===== src/logic/ckc_pkg.sv =====
package ckc_pkg;
	localparam logic [7:0] OFS_DRIVE_GFX = 8'h09;
	localparam logic [7:0] OFS_MN_REFDRV = 8'h0A;
	localparam logic [7:0] OFS_VCO_HIGH  = 8'h0B;
	localparam logic [7:0] OFS_VCO_LOW   = 8'h0C;
	localparam logic [7:0] OFS_SPR_LOW   = 8'h0D;
	localparam logic [7:0] OFS_SPR_HIGH  = 8'h0E;
	// Writable bit masks; reserved bits read zero
	localparam logic [7:0] MSK_DRIVE_GFX = 8'hEF;
	localparam logic [7:0] MSK_MN_REFDRV = 8'hE0;
	localparam logic [7:0] MSK_FULL      = 8'hFF;
	localparam logic [7:0] MSK_SPR_HIGH  = 8'h7F;
	// Reset values
	localparam logic [7:0] RST_DRIVE_GFX = 8'hE0;
	localparam logic [7:0] RST_MN_REFDRV = 8'h60;
	// Divider and spread power-up values, arbitrary neutral defaults
	localparam logic [7:0] RST_VCO_HIGH  = 8'h00;
	localparam logic [7:0] RST_VCO_LOW   = 8'h00;
	localparam logic [7:0] RST_SPR_LOW   = 8'h00;
	localparam logic [7:0] RST_SPR_HIGH  = 8'h00;
	// Field positions
	localparam int POS_REF2_DRV  = 7;
	localparam int POS_USB1_DRV  = 6;
	localparam int POS_USB0_DRV  = 5;
	localparam int POS_GFX_MSB   = 3;
	localparam int POS_MN_EN     = 7;
	localparam int POS_REF1_DRV  = 6;
	localparam int POS_REF0_DRV  = 5;
	localparam int POS_N_BIT8    = 7;
	localparam int POS_N_BIT9    = 6;
	localparam int POS_M_MSB     = 5;
	localparam int POS_SPRH_MSB  = 6;
	// Divider offsets of the VCO equation
	localparam logic [10:0] N_OFFSET = 11'h008;
	localparam logic [6:0]  M_OFFSET = 7'h02;
endpackage


===== src/logic/ckc_reg8.sv =====
`timescale 1ns/1ps
module ckc_reg8 #(
	parameter logic [7:0] RST_VAL = 8'h00,
	parameter logic [7:0] WR_MSK  = 8'hFF
) (
	input  wire logic       I_CLK_SYS,
	input  wire logic       I_NRST,
	input  wire logic       i_we,
	input  wire logic [7:0] i_wdata,
	output logic      [7:0] o_q
);
	logic [7:0] reg_q;
	logic [7:0] reg_d;

	assign reg_d = i_we ? (i_wdata & WR_MSK) : reg_q;
	assign o_q = reg_q;

	always_ff @(posedge I_CLK_SYS or negedge I_NRST) begin
		if (!I_NRST) begin
			reg_q <= RST_VAL & WR_MSK;
		end else begin
			reg_q <= reg_d;
		end
	end
endmodule


===== src/logic/ckc_regs.sv =====
`timescale 1ns/1ps
module ckc_regs (
	input  wire logic        I_CLK_SYS,
	input  wire logic        I_NRST,
	input  wire logic        i_wr,
	input  wire logic        i_rd,
	input  wire logic [7:0]  i_addr,
	input  wire logic [7:0]  i_wdata,
	output logic      [7:0]  o_rdata,
	output logic             o_rvalid,
	output logic             o_ref2_drive_sel,
	output logic             o_usb_clk1_drive_sel,
	output logic             o_usb_clk0_drive_sel,
	output logic             o_ref_out1_drive_sel,
	output logic             o_ref_out0_drive_sel,
	output logic      [3:0]  o_gfx_freq_sel,
	output logic             o_mn_prog_en,
	output logic      [9:0]  o_cpu_vco_feedback,
	output logic      [5:0]  o_cpu_vco_ref_div,
	output logic      [10:0] o_vco_mult,
	output logic      [6:0]  o_vco_div,
	output logic      [14:0] o_cpu_spread
);
	////////////////////////////////////////////////////////////////
	logic [7:0] b9;
	logic [7:0] b10;
	logic [7:0] b11;
	logic [7:0] b12;
	logic [7:0] b13;
	logic [7:0] b14;
	logic       we9;
	logic       we10;
	logic       we11;
	logic       we12;
	logic       we13;
	logic       we14;

	function automatic logic hit(input logic [7:0] a, input logic [7:0] ofs);
		hit = (a == ofs);
	endfunction

	assign we9  = i_wr && hit(i_addr, ckc_pkg::OFS_DRIVE_GFX);
	assign we10 = i_wr && hit(i_addr, ckc_pkg::OFS_MN_REFDRV);
	assign we11 = i_wr && hit(i_addr, ckc_pkg::OFS_VCO_HIGH);
	assign we12 = i_wr && hit(i_addr, ckc_pkg::OFS_VCO_LOW);
	assign we13 = i_wr && hit(i_addr, ckc_pkg::OFS_SPR_LOW);
	assign we14 = i_wr && hit(i_addr, ckc_pkg::OFS_SPR_HIGH);

	// Masks force reserved bits to zero at write and reset
	ckc_reg8 #(.RST_VAL(ckc_pkg::RST_DRIVE_GFX), .WR_MSK(ckc_pkg::MSK_DRIVE_GFX)) u_b9 (
		.I_CLK_SYS(I_CLK_SYS), .I_NRST(I_NRST), .i_we(we9), .i_wdata(i_wdata), .o_q(b9));
	ckc_reg8 #(.RST_VAL(ckc_pkg::RST_MN_REFDRV), .WR_MSK(ckc_pkg::MSK_MN_REFDRV)) u_b10 (
		.I_CLK_SYS(I_CLK_SYS), .I_NRST(I_NRST), .i_we(we10), .i_wdata(i_wdata), .o_q(b10));
	ckc_reg8 #(.RST_VAL(ckc_pkg::RST_VCO_HIGH), .WR_MSK(ckc_pkg::MSK_FULL)) u_b11 (
		.I_CLK_SYS(I_CLK_SYS), .I_NRST(I_NRST), .i_we(we11), .i_wdata(i_wdata), .o_q(b11));
	ckc_reg8 #(.RST_VAL(ckc_pkg::RST_VCO_LOW), .WR_MSK(ckc_pkg::MSK_FULL)) u_b12 (
		.I_CLK_SYS(I_CLK_SYS), .I_NRST(I_NRST), .i_we(we12), .i_wdata(i_wdata), .o_q(b12));
	ckc_reg8 #(.RST_VAL(ckc_pkg::RST_SPR_LOW), .WR_MSK(ckc_pkg::MSK_FULL)) u_b13 (
		.I_CLK_SYS(I_CLK_SYS), .I_NRST(I_NRST), .i_we(we13), .i_wdata(i_wdata), .o_q(b13));
	ckc_reg8 #(.RST_VAL(ckc_pkg::RST_SPR_HIGH), .WR_MSK(ckc_pkg::MSK_SPR_HIGH)) u_b14 (
		.I_CLK_SYS(I_CLK_SYS), .I_NRST(I_NRST), .i_we(we14), .i_wdata(i_wdata), .o_q(b14));

	////////////////////////////////////////////////////////////////
	logic [9:0]  n_val;
	logic [5:0]  m_val;
	logic [10:0] mult_d;
	logic [6:0]  div_d;
	logic [7:0]  rsel;
	logic [7:0]  rdata_d;

	assign n_val = {b11[ckc_pkg::POS_N_BIT9], b11[ckc_pkg::POS_N_BIT8], b12};
	assign m_val = b11[ckc_pkg::POS_M_MSB:0];
	// Terms of the VCO ratio; zero ratio while programming is off
	assign mult_d = b10[ckc_pkg::POS_MN_EN] ? ({1'b0, n_val} + ckc_pkg::N_OFFSET) : 11'h000;
	assign div_d  = b10[ckc_pkg::POS_MN_EN] ? ({1'b0, m_val} + ckc_pkg::M_OFFSET) : 7'h00;

	always_comb begin
		rsel = 8'h00;
		case (i_addr)
			ckc_pkg::OFS_DRIVE_GFX: rsel = b9;
			ckc_pkg::OFS_MN_REFDRV: rsel = b10;
			ckc_pkg::OFS_VCO_HIGH:  rsel = b11;
			ckc_pkg::OFS_VCO_LOW:   rsel = b12;
			ckc_pkg::OFS_SPR_LOW:   rsel = b13;
			ckc_pkg::OFS_SPR_HIGH:  rsel = b14;
			default:                rsel = 8'h00;
		endcase
	end

	////////////////////////////////////////////////////////////////
	// Read answer stands until the next read strobe
	assign rdata_d = i_rd ? rsel : o_rdata;

	always_ff @(posedge I_CLK_SYS or negedge I_NRST) begin
		if (!I_NRST) begin
			o_rdata  <= 8'h00;
			o_rvalid <= 1'b0;
		end else begin
			o_rdata  <= rdata_d;
			o_rvalid <= i_rd;
		end
	end

	// Field outputs registered so consumers see clean flop levels
	always_ff @(posedge I_CLK_SYS or negedge I_NRST) begin
		if (!I_NRST) begin
			o_ref2_drive_sel     <= 1'b1;
			o_usb_clk1_drive_sel <= 1'b1;
			o_usb_clk0_drive_sel <= 1'b1;
			o_ref_out1_drive_sel <= 1'b1;
			o_ref_out0_drive_sel <= 1'b1;
			o_gfx_freq_sel       <= 4'h0;
			o_mn_prog_en         <= 1'b0;
			o_cpu_vco_feedback   <= 10'h000;
			o_cpu_vco_ref_div    <= 6'h00;
			o_vco_mult           <= 11'h000;
			o_vco_div            <= 7'h00;
			o_cpu_spread         <= 15'h0000;
		end else begin
			o_ref2_drive_sel     <= b9[ckc_pkg::POS_REF2_DRV];
			o_usb_clk1_drive_sel <= b9[ckc_pkg::POS_USB1_DRV];
			o_usb_clk0_drive_sel <= b9[ckc_pkg::POS_USB0_DRV];
			o_ref_out1_drive_sel <= b10[ckc_pkg::POS_REF1_DRV];
			o_ref_out0_drive_sel <= b10[ckc_pkg::POS_REF0_DRV];
			o_gfx_freq_sel       <= b9[ckc_pkg::POS_GFX_MSB:0];
			o_mn_prog_en         <= b10[ckc_pkg::POS_MN_EN];
			o_cpu_vco_feedback   <= n_val;
			o_cpu_vco_ref_div    <= m_val;
			o_vco_mult           <= mult_d;
			o_vco_div            <= div_d;
			o_cpu_spread         <= {b14[ckc_pkg::POS_SPRH_MSB:0], b13};
		end
	end

	////////////////////////////////////////////////////////////////
	// Field outputs trail a write strobe by two edges
	a_drive_after_write: assert property (@(posedge I_CLK_SYS) disable iff (!I_NRST)
		we9 |-> ##2 (o_ref2_drive_sel == $past(i_wdata[7], 2)))
		else $error("drive select did not follow write");
	a_usb1_drive_follow: assert property (@(posedge I_CLK_SYS) disable iff (!I_NRST)
		we9 |-> ##2 (o_usb_clk1_drive_sel == $past(i_wdata[6], 2)))
		else $error("usb clock 1 drive select did not follow write");
	a_usb0_drive_follow: assert property (@(posedge I_CLK_SYS) disable iff (!I_NRST)
		we9 |-> ##2 (o_usb_clk0_drive_sel == $past(i_wdata[5], 2)))
		else $error("usb clock 0 drive select did not follow write");
	a_ref_drive_follow: assert property (@(posedge I_CLK_SYS) disable iff (!I_NRST)
		we10 |-> ##2 (o_ref_out0_drive_sel == $past(i_wdata[5], 2)))
		else $error("ref drive select did not follow write");
	a_ref1_drive_follow: assert property (@(posedge I_CLK_SYS) disable iff (!I_NRST)
		we10 |-> ##2 (o_ref_out1_drive_sel == $past(i_wdata[6], 2)))
		else $error("ref 1 drive select did not follow write");
	a_gfx_sel_follow: assert property (@(posedge I_CLK_SYS) disable iff (!I_NRST)
		we9 |-> ##2 (o_gfx_freq_sel == $past(i_wdata[3:0], 2)))
		else $error("graphics select mismatch");
	a_mn_en_follow: assert property (@(posedge I_CLK_SYS) disable iff (!I_NRST)
		we10 |-> ##2 (o_mn_prog_en == $past(i_wdata[7], 2)))
		else $error("divider enable did not follow write");
	a_n_high_bits: assert property (@(posedge I_CLK_SYS) disable iff (!I_NRST)
		we11 |-> ##2 (o_cpu_vco_feedback[9:8] == {$past(i_wdata[6], 2), $past(i_wdata[7], 2)}))
		else $error("N high bits misplaced");
	a_m_low_field: assert property (@(posedge I_CLK_SYS) disable iff (!I_NRST)
		we11 |-> ##2 (o_cpu_vco_ref_div == $past(i_wdata[5:0], 2)))
		else $error("M field misplaced");
	a_n_low_bits: assert property (@(posedge I_CLK_SYS) disable iff (!I_NRST)
		we12 |-> ##2 (o_cpu_vco_feedback[7:0] == $past(i_wdata, 2)))
		else $error("N low bits mismatch");
	a_spread_low: assert property (@(posedge I_CLK_SYS) disable iff (!I_NRST)
		we13 |-> ##2 (o_cpu_spread[7:0] == $past(i_wdata, 2)))
		else $error("spread low bits mismatch");
	a_spread_high: assert property (@(posedge I_CLK_SYS) disable iff (!I_NRST)
		we14 |-> ##2 (o_cpu_spread[14:8] == $past(i_wdata[6:0], 2)))
		else $error("spread high bits mismatch");

	// Ratio terms and their gating
	a_ratio_terms: assert property (@(posedge I_CLK_SYS) disable iff (!I_NRST)
		o_mn_prog_en |-> (o_vco_mult == {1'b0, o_cpu_vco_feedback} + ckc_pkg::N_OFFSET))
		else $error("multiplier term wrong");
	a_m_field: assert property (@(posedge I_CLK_SYS) disable iff (!I_NRST)
		o_mn_prog_en |-> (o_vco_div == {1'b0, o_cpu_vco_ref_div} + ckc_pkg::M_OFFSET))
		else $error("divider term wrong");
	a_mn_disabled: assert property (@(posedge I_CLK_SYS) disable iff (!I_NRST)
		!o_mn_prog_en |-> (o_vco_mult == 11'h000 && o_vco_div == 7'h00))
		else $error("ratio applied while disabled");

	// Reset defaults, seen at the first edge after release
	a_reset_drive_dflt: assert property (@(posedge I_CLK_SYS) $rose(I_NRST) |->
		(o_ref2_drive_sel && o_usb_clk1_drive_sel && o_usb_clk0_drive_sel
		&& o_ref_out1_drive_sel && o_ref_out0_drive_sel))
		else $error("drive selects not double after reset");
	a_reset_field_dflt: assert property (@(posedge I_CLK_SYS) $rose(I_NRST) |->
		(o_gfx_freq_sel == 4'h0 && !o_mn_prog_en))
		else $error("select or enable not zero after reset");

	// Read path: answer one edge after the strobe
	a_mn_reserved_zero: assert property (@(posedge I_CLK_SYS) disable iff (!I_NRST)
		(i_rd && i_addr == ckc_pkg::OFS_MN_REFDRV) |=> (o_rdata[4:0] == 5'h00))
		else $error("reserved bits read nonzero");
	a_gfx_reserved_zero: assert property (@(posedge I_CLK_SYS) disable iff (!I_NRST)
		(i_rd && i_addr == ckc_pkg::OFS_DRIVE_GFX) |=> (o_rdata[4] == 1'b0))
		else $error("drive register reserved bit read nonzero");
	a_spr_reserved_zero: assert property (@(posedge I_CLK_SYS) disable iff (!I_NRST)
		(i_rd && i_addr == ckc_pkg::OFS_SPR_HIGH) |=> (o_rdata[7] == 1'b0))
		else $error("spread reserved bit read nonzero");
	a_read_drive_gfx: assert property (@(posedge I_CLK_SYS) disable iff (!I_NRST)
		(i_rd && i_addr == ckc_pkg::OFS_DRIVE_GFX) |=> (o_rdata == {o_ref2_drive_sel,
		o_usb_clk1_drive_sel, o_usb_clk0_drive_sel, 1'b0, o_gfx_freq_sel}))
		else $error("drive register read differs from field outputs");
	a_read_mn_refdrv: assert property (@(posedge I_CLK_SYS) disable iff (!I_NRST)
		(i_rd && i_addr == ckc_pkg::OFS_MN_REFDRV) |=> (o_rdata[7:5] == {o_mn_prog_en,
		o_ref_out1_drive_sel, o_ref_out0_drive_sel}))
		else $error("enable register read differs from field outputs");
	a_read_spread_low: assert property (@(posedge I_CLK_SYS) disable iff (!I_NRST)
		(i_rd && i_addr == ckc_pkg::OFS_SPR_LOW) |=> (o_rdata == o_cpu_spread[7:0]))
		else $error("spread low read differs from field output");
	a_rvalid_follow: assert property (@(posedge I_CLK_SYS) disable iff (!I_NRST)
		i_rd |=> o_rvalid)
		else $error("read valid missing after strobe");
	a_rvalid_single: assert property (@(posedge I_CLK_SYS) disable iff (!I_NRST)
		o_rvalid |-> $past(i_rd))
		else $error("read valid without strobe");
	a_rdata_hold: assert property (@(posedge I_CLK_SYS) disable iff (!I_NRST)
		!i_rd |=> $stable(o_rdata))
		else $error("read data changed without a read");
endmodule


===== config.mk =====
export PLATFORM = sky130hd
export DESIGN_NAME = ckc_regs
export DESIGN_NICKNAME = d
export VERILOG_FILES = /design/src/logic/ckc_pkg.sv /design/src/logic/ckc_reg8.sv /design/src/logic/ckc_regs.sv
export SDC_FILE = /design/constraint.sdc
export NUM_CORES = 1
export LEC_CHECK = 0
export ABC_AREA = 1
export BUFFER_PORTS_ARGS = -buffer_cell sky130_fd_sc_hd__buf_2
export CAP_MARGIN = 20
export CORE_MARGIN = 8
export CORE_UTILIZATION = 35
export CTS_CLUSTER_DIAMETER = 60
export CTS_CLUSTER_SIZE = 12
export DETAILED_ROUTE_END_ITERATION = 16
export GPL_TIMING_DRIVEN = 1
export SLEW_MARGIN = 20
export SYNTH_ARGS = -nofsm -noshare
export SYNTH_HDL_FRONTEND = slang
export SYNTH_SLANG_ARGS = --single-unit

===== constraint.sdc =====
create_clock -name I_CLK_SYS -period 1.27 [get_ports I_CLK_SYS]
set_clock_uncertainty 0.1 [all_clocks]
set_input_delay 0.127 -clock I_CLK_SYS [delete_from_list [all_inputs] [get_ports I_CLK_SYS]]
set_output_delay 0.127 -clock I_CLK_SYS [all_outputs]
set_load 0.005 [all_outputs]

==> results.yml, run 1 <==
worst_setup_path:
  crit_chain: "ha_1 > nand2_1 > nor3_2 > nand2_1 > o21ai_1 > a21oi_1"
  worstSetupStartpointType: "flop"
  cp_common_cell: "nand2_1"
  crit_required_ps: 1390
  arrival_ps: 1350
  crit_type: "reg -> reg"
  cp-end-kind: "flop"
  worstPathMaxFanout: 2
  path_delay_family: "flip-flops"
  slowest_delay_ps: 370
  slowest_stage: "dfrtp_1"
  cp_num_buf_inv: 0
placed_design:
  io_buffer_count: 87
  dpl.hpwl_mm: 7.55
  place.gp.congestion: 0.896
  dp.cells: 633
grt:
  grt_antenna_before_repair: 0
  grt_pass1_wl_mm: 16.7
  grt-ovfl-total: 0
  grtUsageTotal_pct: 13.1
  first_global_vias: 3151
  grt_max_degree: 30
yosys:
  seq_area_frac_synth_pct: 65.1
  ys_types: 27
  syn-cell-area_sq_um: 4210
  syn_inst: 384
  ys_seq_elements: 109
  yosysWarnings: 0
  avgSynthCellArea_sq_um: 11.0
  syn-num-nets: 406
timing:
  fmax_ghz: 0.812
  hold_viol_final: 0
  rsz0062_at_grt: "true"
  fin_crit_ps: 1230
  tightestPinTransition_ps: 347
  maxSlewViolCount: 0
  min_period_over_period_pct: 96.9
  setup_viol: 0
  maxSlewHeadroom_pct: 76.9
power:
  power.switching_mw: 1.62
  p_total_mw: 7.25
  p_leak_nw: 2.89
  comb_power_share_pct: 7.5
  p_int_mw: 5.63
  swShare_pct: 22.4
  power_frac_seq_pct: 52.3
  clkPwrFrac_pct: 40.3
  ir_drop_v: 0.000693
  cellPowerDensity_nw_per_um2: 1360
drt:
  dr.pass1.iters: 4
  drtIter0Drc: 289
  drcViolationCount: 0
  vias_per_cell: 4.63
  antenna_left: 0
  vias: 3029
  wirelength_mm: 9.94
  wl_per_cell_microns: 15.2
die:
  die_h_microns: 126
  core-area_sq_um: 11900
  die_area_sq_um: 15800
  start_util_pct: 35.5
  io_pins: 88
  rows: 40
  die_w_microns: 126
cells_and_area:
  area_growth_syn_to_layout_pct: 27.0
  num_antenna_cells: 0
  final_common_cell: "dfrtp_1"
  fin_cells: 654
  nets: 524
  drive_gt1_share_pct: 32.5
  final_cell_mix: "dfrtp_1, buf_2, nand2_1"
clock_network:
  numClockSinks: 109
  cts_max_path_buffers: 2
  cts_root_buffer: "clkbuf_16"
  cts_tree: "yes"
  clk_latency_ps: 340
  cts_setup_buffers: 0
  clk_pin_slew_ps: 70
  cts-buffers-inserted: 9
  htree_num_levels: 3
hold_path:
  holdCritPathClass: "in -> reg"
outcome:
  status: "completed"
run:
  cap_violations: 0
-- sequential cells by signal (all words and copies together) (netlist names) --
register / flops
u_b9.o_q: 7
u_b11.o_q: 8
o_rdata: 8
o_usb_clk0_drive_sel: 1
u_b12.o_q: 8
o_cpu_vco_feedback: 10
o_gfx_freq_sel: 4
o_rvalid: 1
o_ref2_drive_sel: 1
u_b10.o_q: 3
o_usb_clk1_drive_sel: 1
o_cpu_vco_ref_div: 6
o_ref_out1_drive_sel: 1
o_vco_div: 7
u_b14.o_q: 7
u_b13.o_q: 8
o_mn_prog_en: 1
o_vco_mult: 11
o_cpu_spread: 15
o_ref_out0_drive_sel: 1
-- per-stage QoR --
stage          setup slack, ps  utilization (%)  instance area (sq um)  hold WS (ps)  setup TNS, ps
2_1_floorplan             25.8                -                   4210          -269              0
3_3_place_gp              -140             42.0                   4980         -46.8          -2550
3_5_place_dp              -151             42.0                   4980         -36.3          -3460
4_1_cts                   7.37             45.0                   5340          22.3              0
5_1_grt                  -61.3             45.1                   5350          49.9          -77.6
6_report                  39.2             45.1                   5350          33.7              0
-- metal layers --
metal	global-route usage, %	vias to the layer above	wire length (microns)
met5	0	-	0
met4	4.30	0	167
met3	3.29	12	514
met2	20.6	87	4540
met1	17.4	1444	4710
li1	-	1486	-
-- Yosys cell counts --
cell type	n	area (sq um)
dfrtp_1	99	2480
nand2_1	83	312
nand3_1	46	230
inv_1	30	113
nor2_1	17	63.8
o21a_1	17	128
o21ai_1	16	80.1
o21ai_0	12	60.1
dfstp_2	10	263
a21oi_1	9	45.0
nor2_4	6	67.6
o21bai_1	5	37.5
buf_6	4	45.0
nand2_4	4	45.0
nand2_2	3	18.8
nor2_8	3	60.1
nor3_1	3	15.0
o21ai_2	3	26.3
buf_2	2	10.0
buf_4	2	15.0
clkbuf_1	2	7.51
ha_1	2	25.0
nand3_2	2	20.0
a21oi_2	1	8.76
buf_8	1	15.0
inv_2	1	3.75
nand3_4	1	17.5
-- power by group through the flow --
stage	clock (mW)	combinational, mW	sequential, mW
after floorplan	0	0.198	3.83
after global placement	0	0.533	3.85
after detailed placement	0	0.545	3.85
after CTS	2.99	0.559	3.79
after global routing	3.12	0.613	3.82
final	2.92	0.542	3.79
-- path summary, 6_finish.rpt --
check,startpoint,endpoint,slack (ps),depth (start not counted)
max,u_b12.o_q[3],o_vco_mult[9],40,6
max in group asynchronous,I_NRST,u_b9.o_q[6],400,3
min in group asynchronous,I_NRST,u_b14.o_q[1],140,2
min reg2reg,u_b9.o_q[5],o_usb_clk0_drive_sel,280,0
min,i_wdata[7],u_b10.o_q[7],30,3
max reg2reg,u_b12.o_q[3],o_vco_mult[9],40,6
-- cell families after synthesis --
kind of cell | count (synthesis) | share of synthesized area [%]
AND/OR/NAND/NOR | 168 | 20.2
flip-flops | 109 | 65.1
AO/OA/AOI/OAI | 63 | 9.16
buffers and inverters | 42 | 4.96
adder cells (fa/ha/maj) | 2 | 0.594
-- what timing repair did --
item | in CTS | in global routing
gates resized for setup | 0 | 5
endpoints found under the setup margin | 0 | 5
hold endpoints to repair | 107 | 0
hold buffers | 5 | 0
-- worst reg2reg max path, delay by kind of cell, from the launching register on --
| family | cells | cell delay (ps) |
|---|---|---|
| simple gates | 3 | 300 |
| flops | 1 | 370 |
| fa+ha+maj | 1 | 170 |
| compound gates | 2 | 170 |
-- layout make-up --
cell class                 count  area (sq um)
tap                          147           184
multi-input combinational    233          1270
clock buffer                  12           236
fill                        1108          6520
sequential                   109          2740
timing repair buffer         118           721
inverter                      31           116
clock inverter                 4          73.8
Note: power is estimated with default switching activity, not from simulation.
==> run 2, diff against run 1 <==
--- a/config.mk
+++ b/config.mk
@@ -5,15 +5,15 @@
 export SDC_FILE = /design/constraint.sdc
 export NUM_CORES = 1
 export LEC_CHECK = 0
-export ABC_AREA = 1
 export BUFFER_PORTS_ARGS = -buffer_cell sky130_fd_sc_hd__buf_2
 export CAP_MARGIN = 20
 export CORE_MARGIN = 8
-export CORE_UTILIZATION = 35
+export CORE_UTILIZATION = 43
 export CTS_CLUSTER_DIAMETER = 60
 export CTS_CLUSTER_SIZE = 12
 export DETAILED_ROUTE_END_ITERATION = 16
 export GPL_TIMING_DRIVEN = 1
+export PLACE_DENSITY = 0.68
 export SLEW_MARGIN = 20
 export SYNTH_ARGS = -nofsm -noshare
 export SYNTH_HDL_FRONTEND = slang
==> results.yml, run 2 <==
yosys:
  synth_compound_area_share_pct: 6.06
  synthTopCellsByArea: "dfrtp_1, mux2_2, dfstp_2"
  seq_area_frac_synth_pct: 68.4
  synth_edf_count: 0
  ys_seq_elements: 109
  synth_fa_ha_area_share_pct: 0.624
  syn-num-nets: 286
  yosys.area_share.simple_pct: 8.30
  synth_top_family_by_area: "multiplexers"
  synth_top_area_share_pct: 61.8
  synth_xor_area_share_pct: 1.31
  yosysWarnings: 0
  synth_commonest_cells: "dfrtp_1, mux2_2, and2_1"
  ys_types: 38
  syn_inst: 264
  synth_mux_area_share_pct: 13.7
  avgSynthCellArea_sq_um: 15.2
  ys_async_sr_fraction_pct: 100
  synth_ff_type: "dfrtp_1"
  syn-cell-area_sq_um: 4010
  synth_most_common_cell: "dfrtp_1"
  synth_area_leader_cell: "dfrtp_1"
drt:
  vias_per_cell: 5.06
  wirelength_mm: 9.84
  drtIter0Drc: 78
  drcViolationCount: 0
  vias: 2713
  antenna_left: 0
  wl_per_cell_microns: 18.4
  dr.pass1.iters: 6
worst_setup_path:
  worstPathMaxFanout: 5
  reg2reg_from: "u_b11.o_q[7]"
  regToRegSetupSlack_ps: -160
  crit_type: "in -> reg"
  arrival_ps: 1680
  cp-end-kind: "flop"
  worstSetupStartpointType: "primary input"
  crit_required_ps: 1410
  critPathLaunch: "i_addr[5]"
grt:
  grt_pass1_wl_mm: 16.0
  grt_max_degree: 31
  grt-ovfl-total: 0
  grtUsageTotal_pct: 16.2
  grt_antenna_before_repair: 0
  first_global_vias: 2920
die:
  die_w_microns: 113
  io_pins: 88
  core-area_sq_um: 9150
  rows: 35
  start_util_pct: 43.8
  die_h_microns: 113
  die_area_sq_um: 12700
timing:
  hold_viol_final: 0
  fin_ws_ps: -269
  fmax_ghz: 0.650
  maxSlewViolCount: 0
  fin_crit_ps: 1540
  maxSlewHeadroom_pct: 74.8
  tightestPinTransition_ps: 377
  min_period_over_period_pct: 121
  fin_tns_setup_ps: -9240
  rsz0062_at_grt: "true"
  setup_viol: 53
cells_and_area:
  nets: 442
  reg_top3: "o_cpu_spread x15, o_vco_mult x11, o_cpu_vco_feedback x10"
  largest_reg_flops: 15
  nFillCells: 706
  fin_cells: 536
  num_antenna_cells: 0
  final_common_cell: "dfrtp_1"
  final_cell_mix: "dfrtp_1, buf_2, buf_4"
  top_register: "o_cpu_spread"
  area_growth_syn_to_layout_pct: 38.1
  drive_gt1_share_pct: 57.2
power:
  p_leak_nw: 2.93
  cellPowerDensity_nw_per_um2: 1190
  p_total_mw: 6.56
  ir_drop_v: 0.000858
clock_network:
  cts_tree: "yes"
  numClockSinks: 109
  cts-buffers-inserted: 9
  htree_num_levels: 3
  clk_latency_ps: 360
  cts_max_path_buffers: 2
  cts_root_buffer: "clkbuf_8"
  clk_pin_slew_ps: 100
placed_design:
  dp.cells: 507
  place.gp.congestion: 0.835
  dp_slack_ps: -689
  dpl.hpwl_mm: 7.26
  io_buffer_count: 87
run:
  cap_violations: 0
hold_path:
  holdCritPathClass: "in -> async"
outcome:
  violations: "setup timing"
  status: "finished, violations left"
==> run 2: cell count changes after synthesis, sizes merged, moves of 22 or more <==
cell / delta
inv: -22
nor2: -24
nand2: -84
o21ai: -29
mux2: +48
nand3: -42
==> run 2: layer usage <==
metal	routed length, microns	GRT usage (%)	up-vias
met5	0	0	-
met4	95	4.23	0
met3	715	6.17	9
met2	4920	27.4	84
met1	4110	18.8	1374
li1	-	-	1246
==> run 2: worst paths after layout <==
| path | to | cells past startpoint |
|---|---|---|
| worst max-delay path | u_b10.o_q[7] | 6 |
| worst min-delay path | o_cpu_vco_ref_div[1] | 2 |
| worst max register to register | o_rdata[7] | 4 |
| worst min register to register | o_usb_clk0_drive_sel | 0 |
| max in group asynchronous | o_cpu_vco_ref_div[5] | 3 |
| min in group I_CLK_SYS | o_rdata[1] | 4 |
==> run 2: area by class of cell <==
cell class,count,area [sq um],share of cell area [%]
clock inverter,5,83.8,1.51
multi-input combinational,138,1370,24.7
clock buffer,11,131,2.37
tap,111,139,2.51
sequential,109,2740,49.6
timing repair buffer,153,1030,18.7
inverter,9,33.8,0.610
==> run 2: cell families (layout without fill, tap and decap cells) <==
group	Yosys count	count (layout)
DFF	109	109
and+or+nand+nor	50	50
buffers and inverters	17	178
muxes	49	49
adders and majority gates	2	2
xor gates and xnor gates	6	6
AOI/OAI and AO/OA	31	31
==> run 2: what timing repair did <==
item	4_1_cts	5_1_grt
hold endpoints to repair	139	0
cloned	0	0
pin swaps	11	8
setup buffers	2	2
resized for setup	25	17
setup endpoints to repair	55	58
hold buffers	10	0
==> run 2: power breakdown <==
group / switching, mW / internal, mW / total (mW)
Sequential: 0.0748 / 3.61 / 3.69
Clock: 1.15 / 1.12 / 2.27
Combinational: 0.298 / 0.313 / 0.611
==> run 2: worst max-delay path, cell delays in order <==
cell and delay (ps):
buf_6 90, or4b_4 550, nor3b_4 230, buf_6 180, nand3b_1 190, mux2_2 330
==> run 2: stage by stage <==
step                      cell area [sq um]  utilization (%)  hold slack [ps]
after floorplan                        4010                -             -269
after global placement                 4990             54.5            -60.8
after detailed placement               4990             54.5            -58.2
after CTS                              5440             59.4             86.8
after global routing                   5540             60.5             93.5
final                                  5540             60.5             91.2
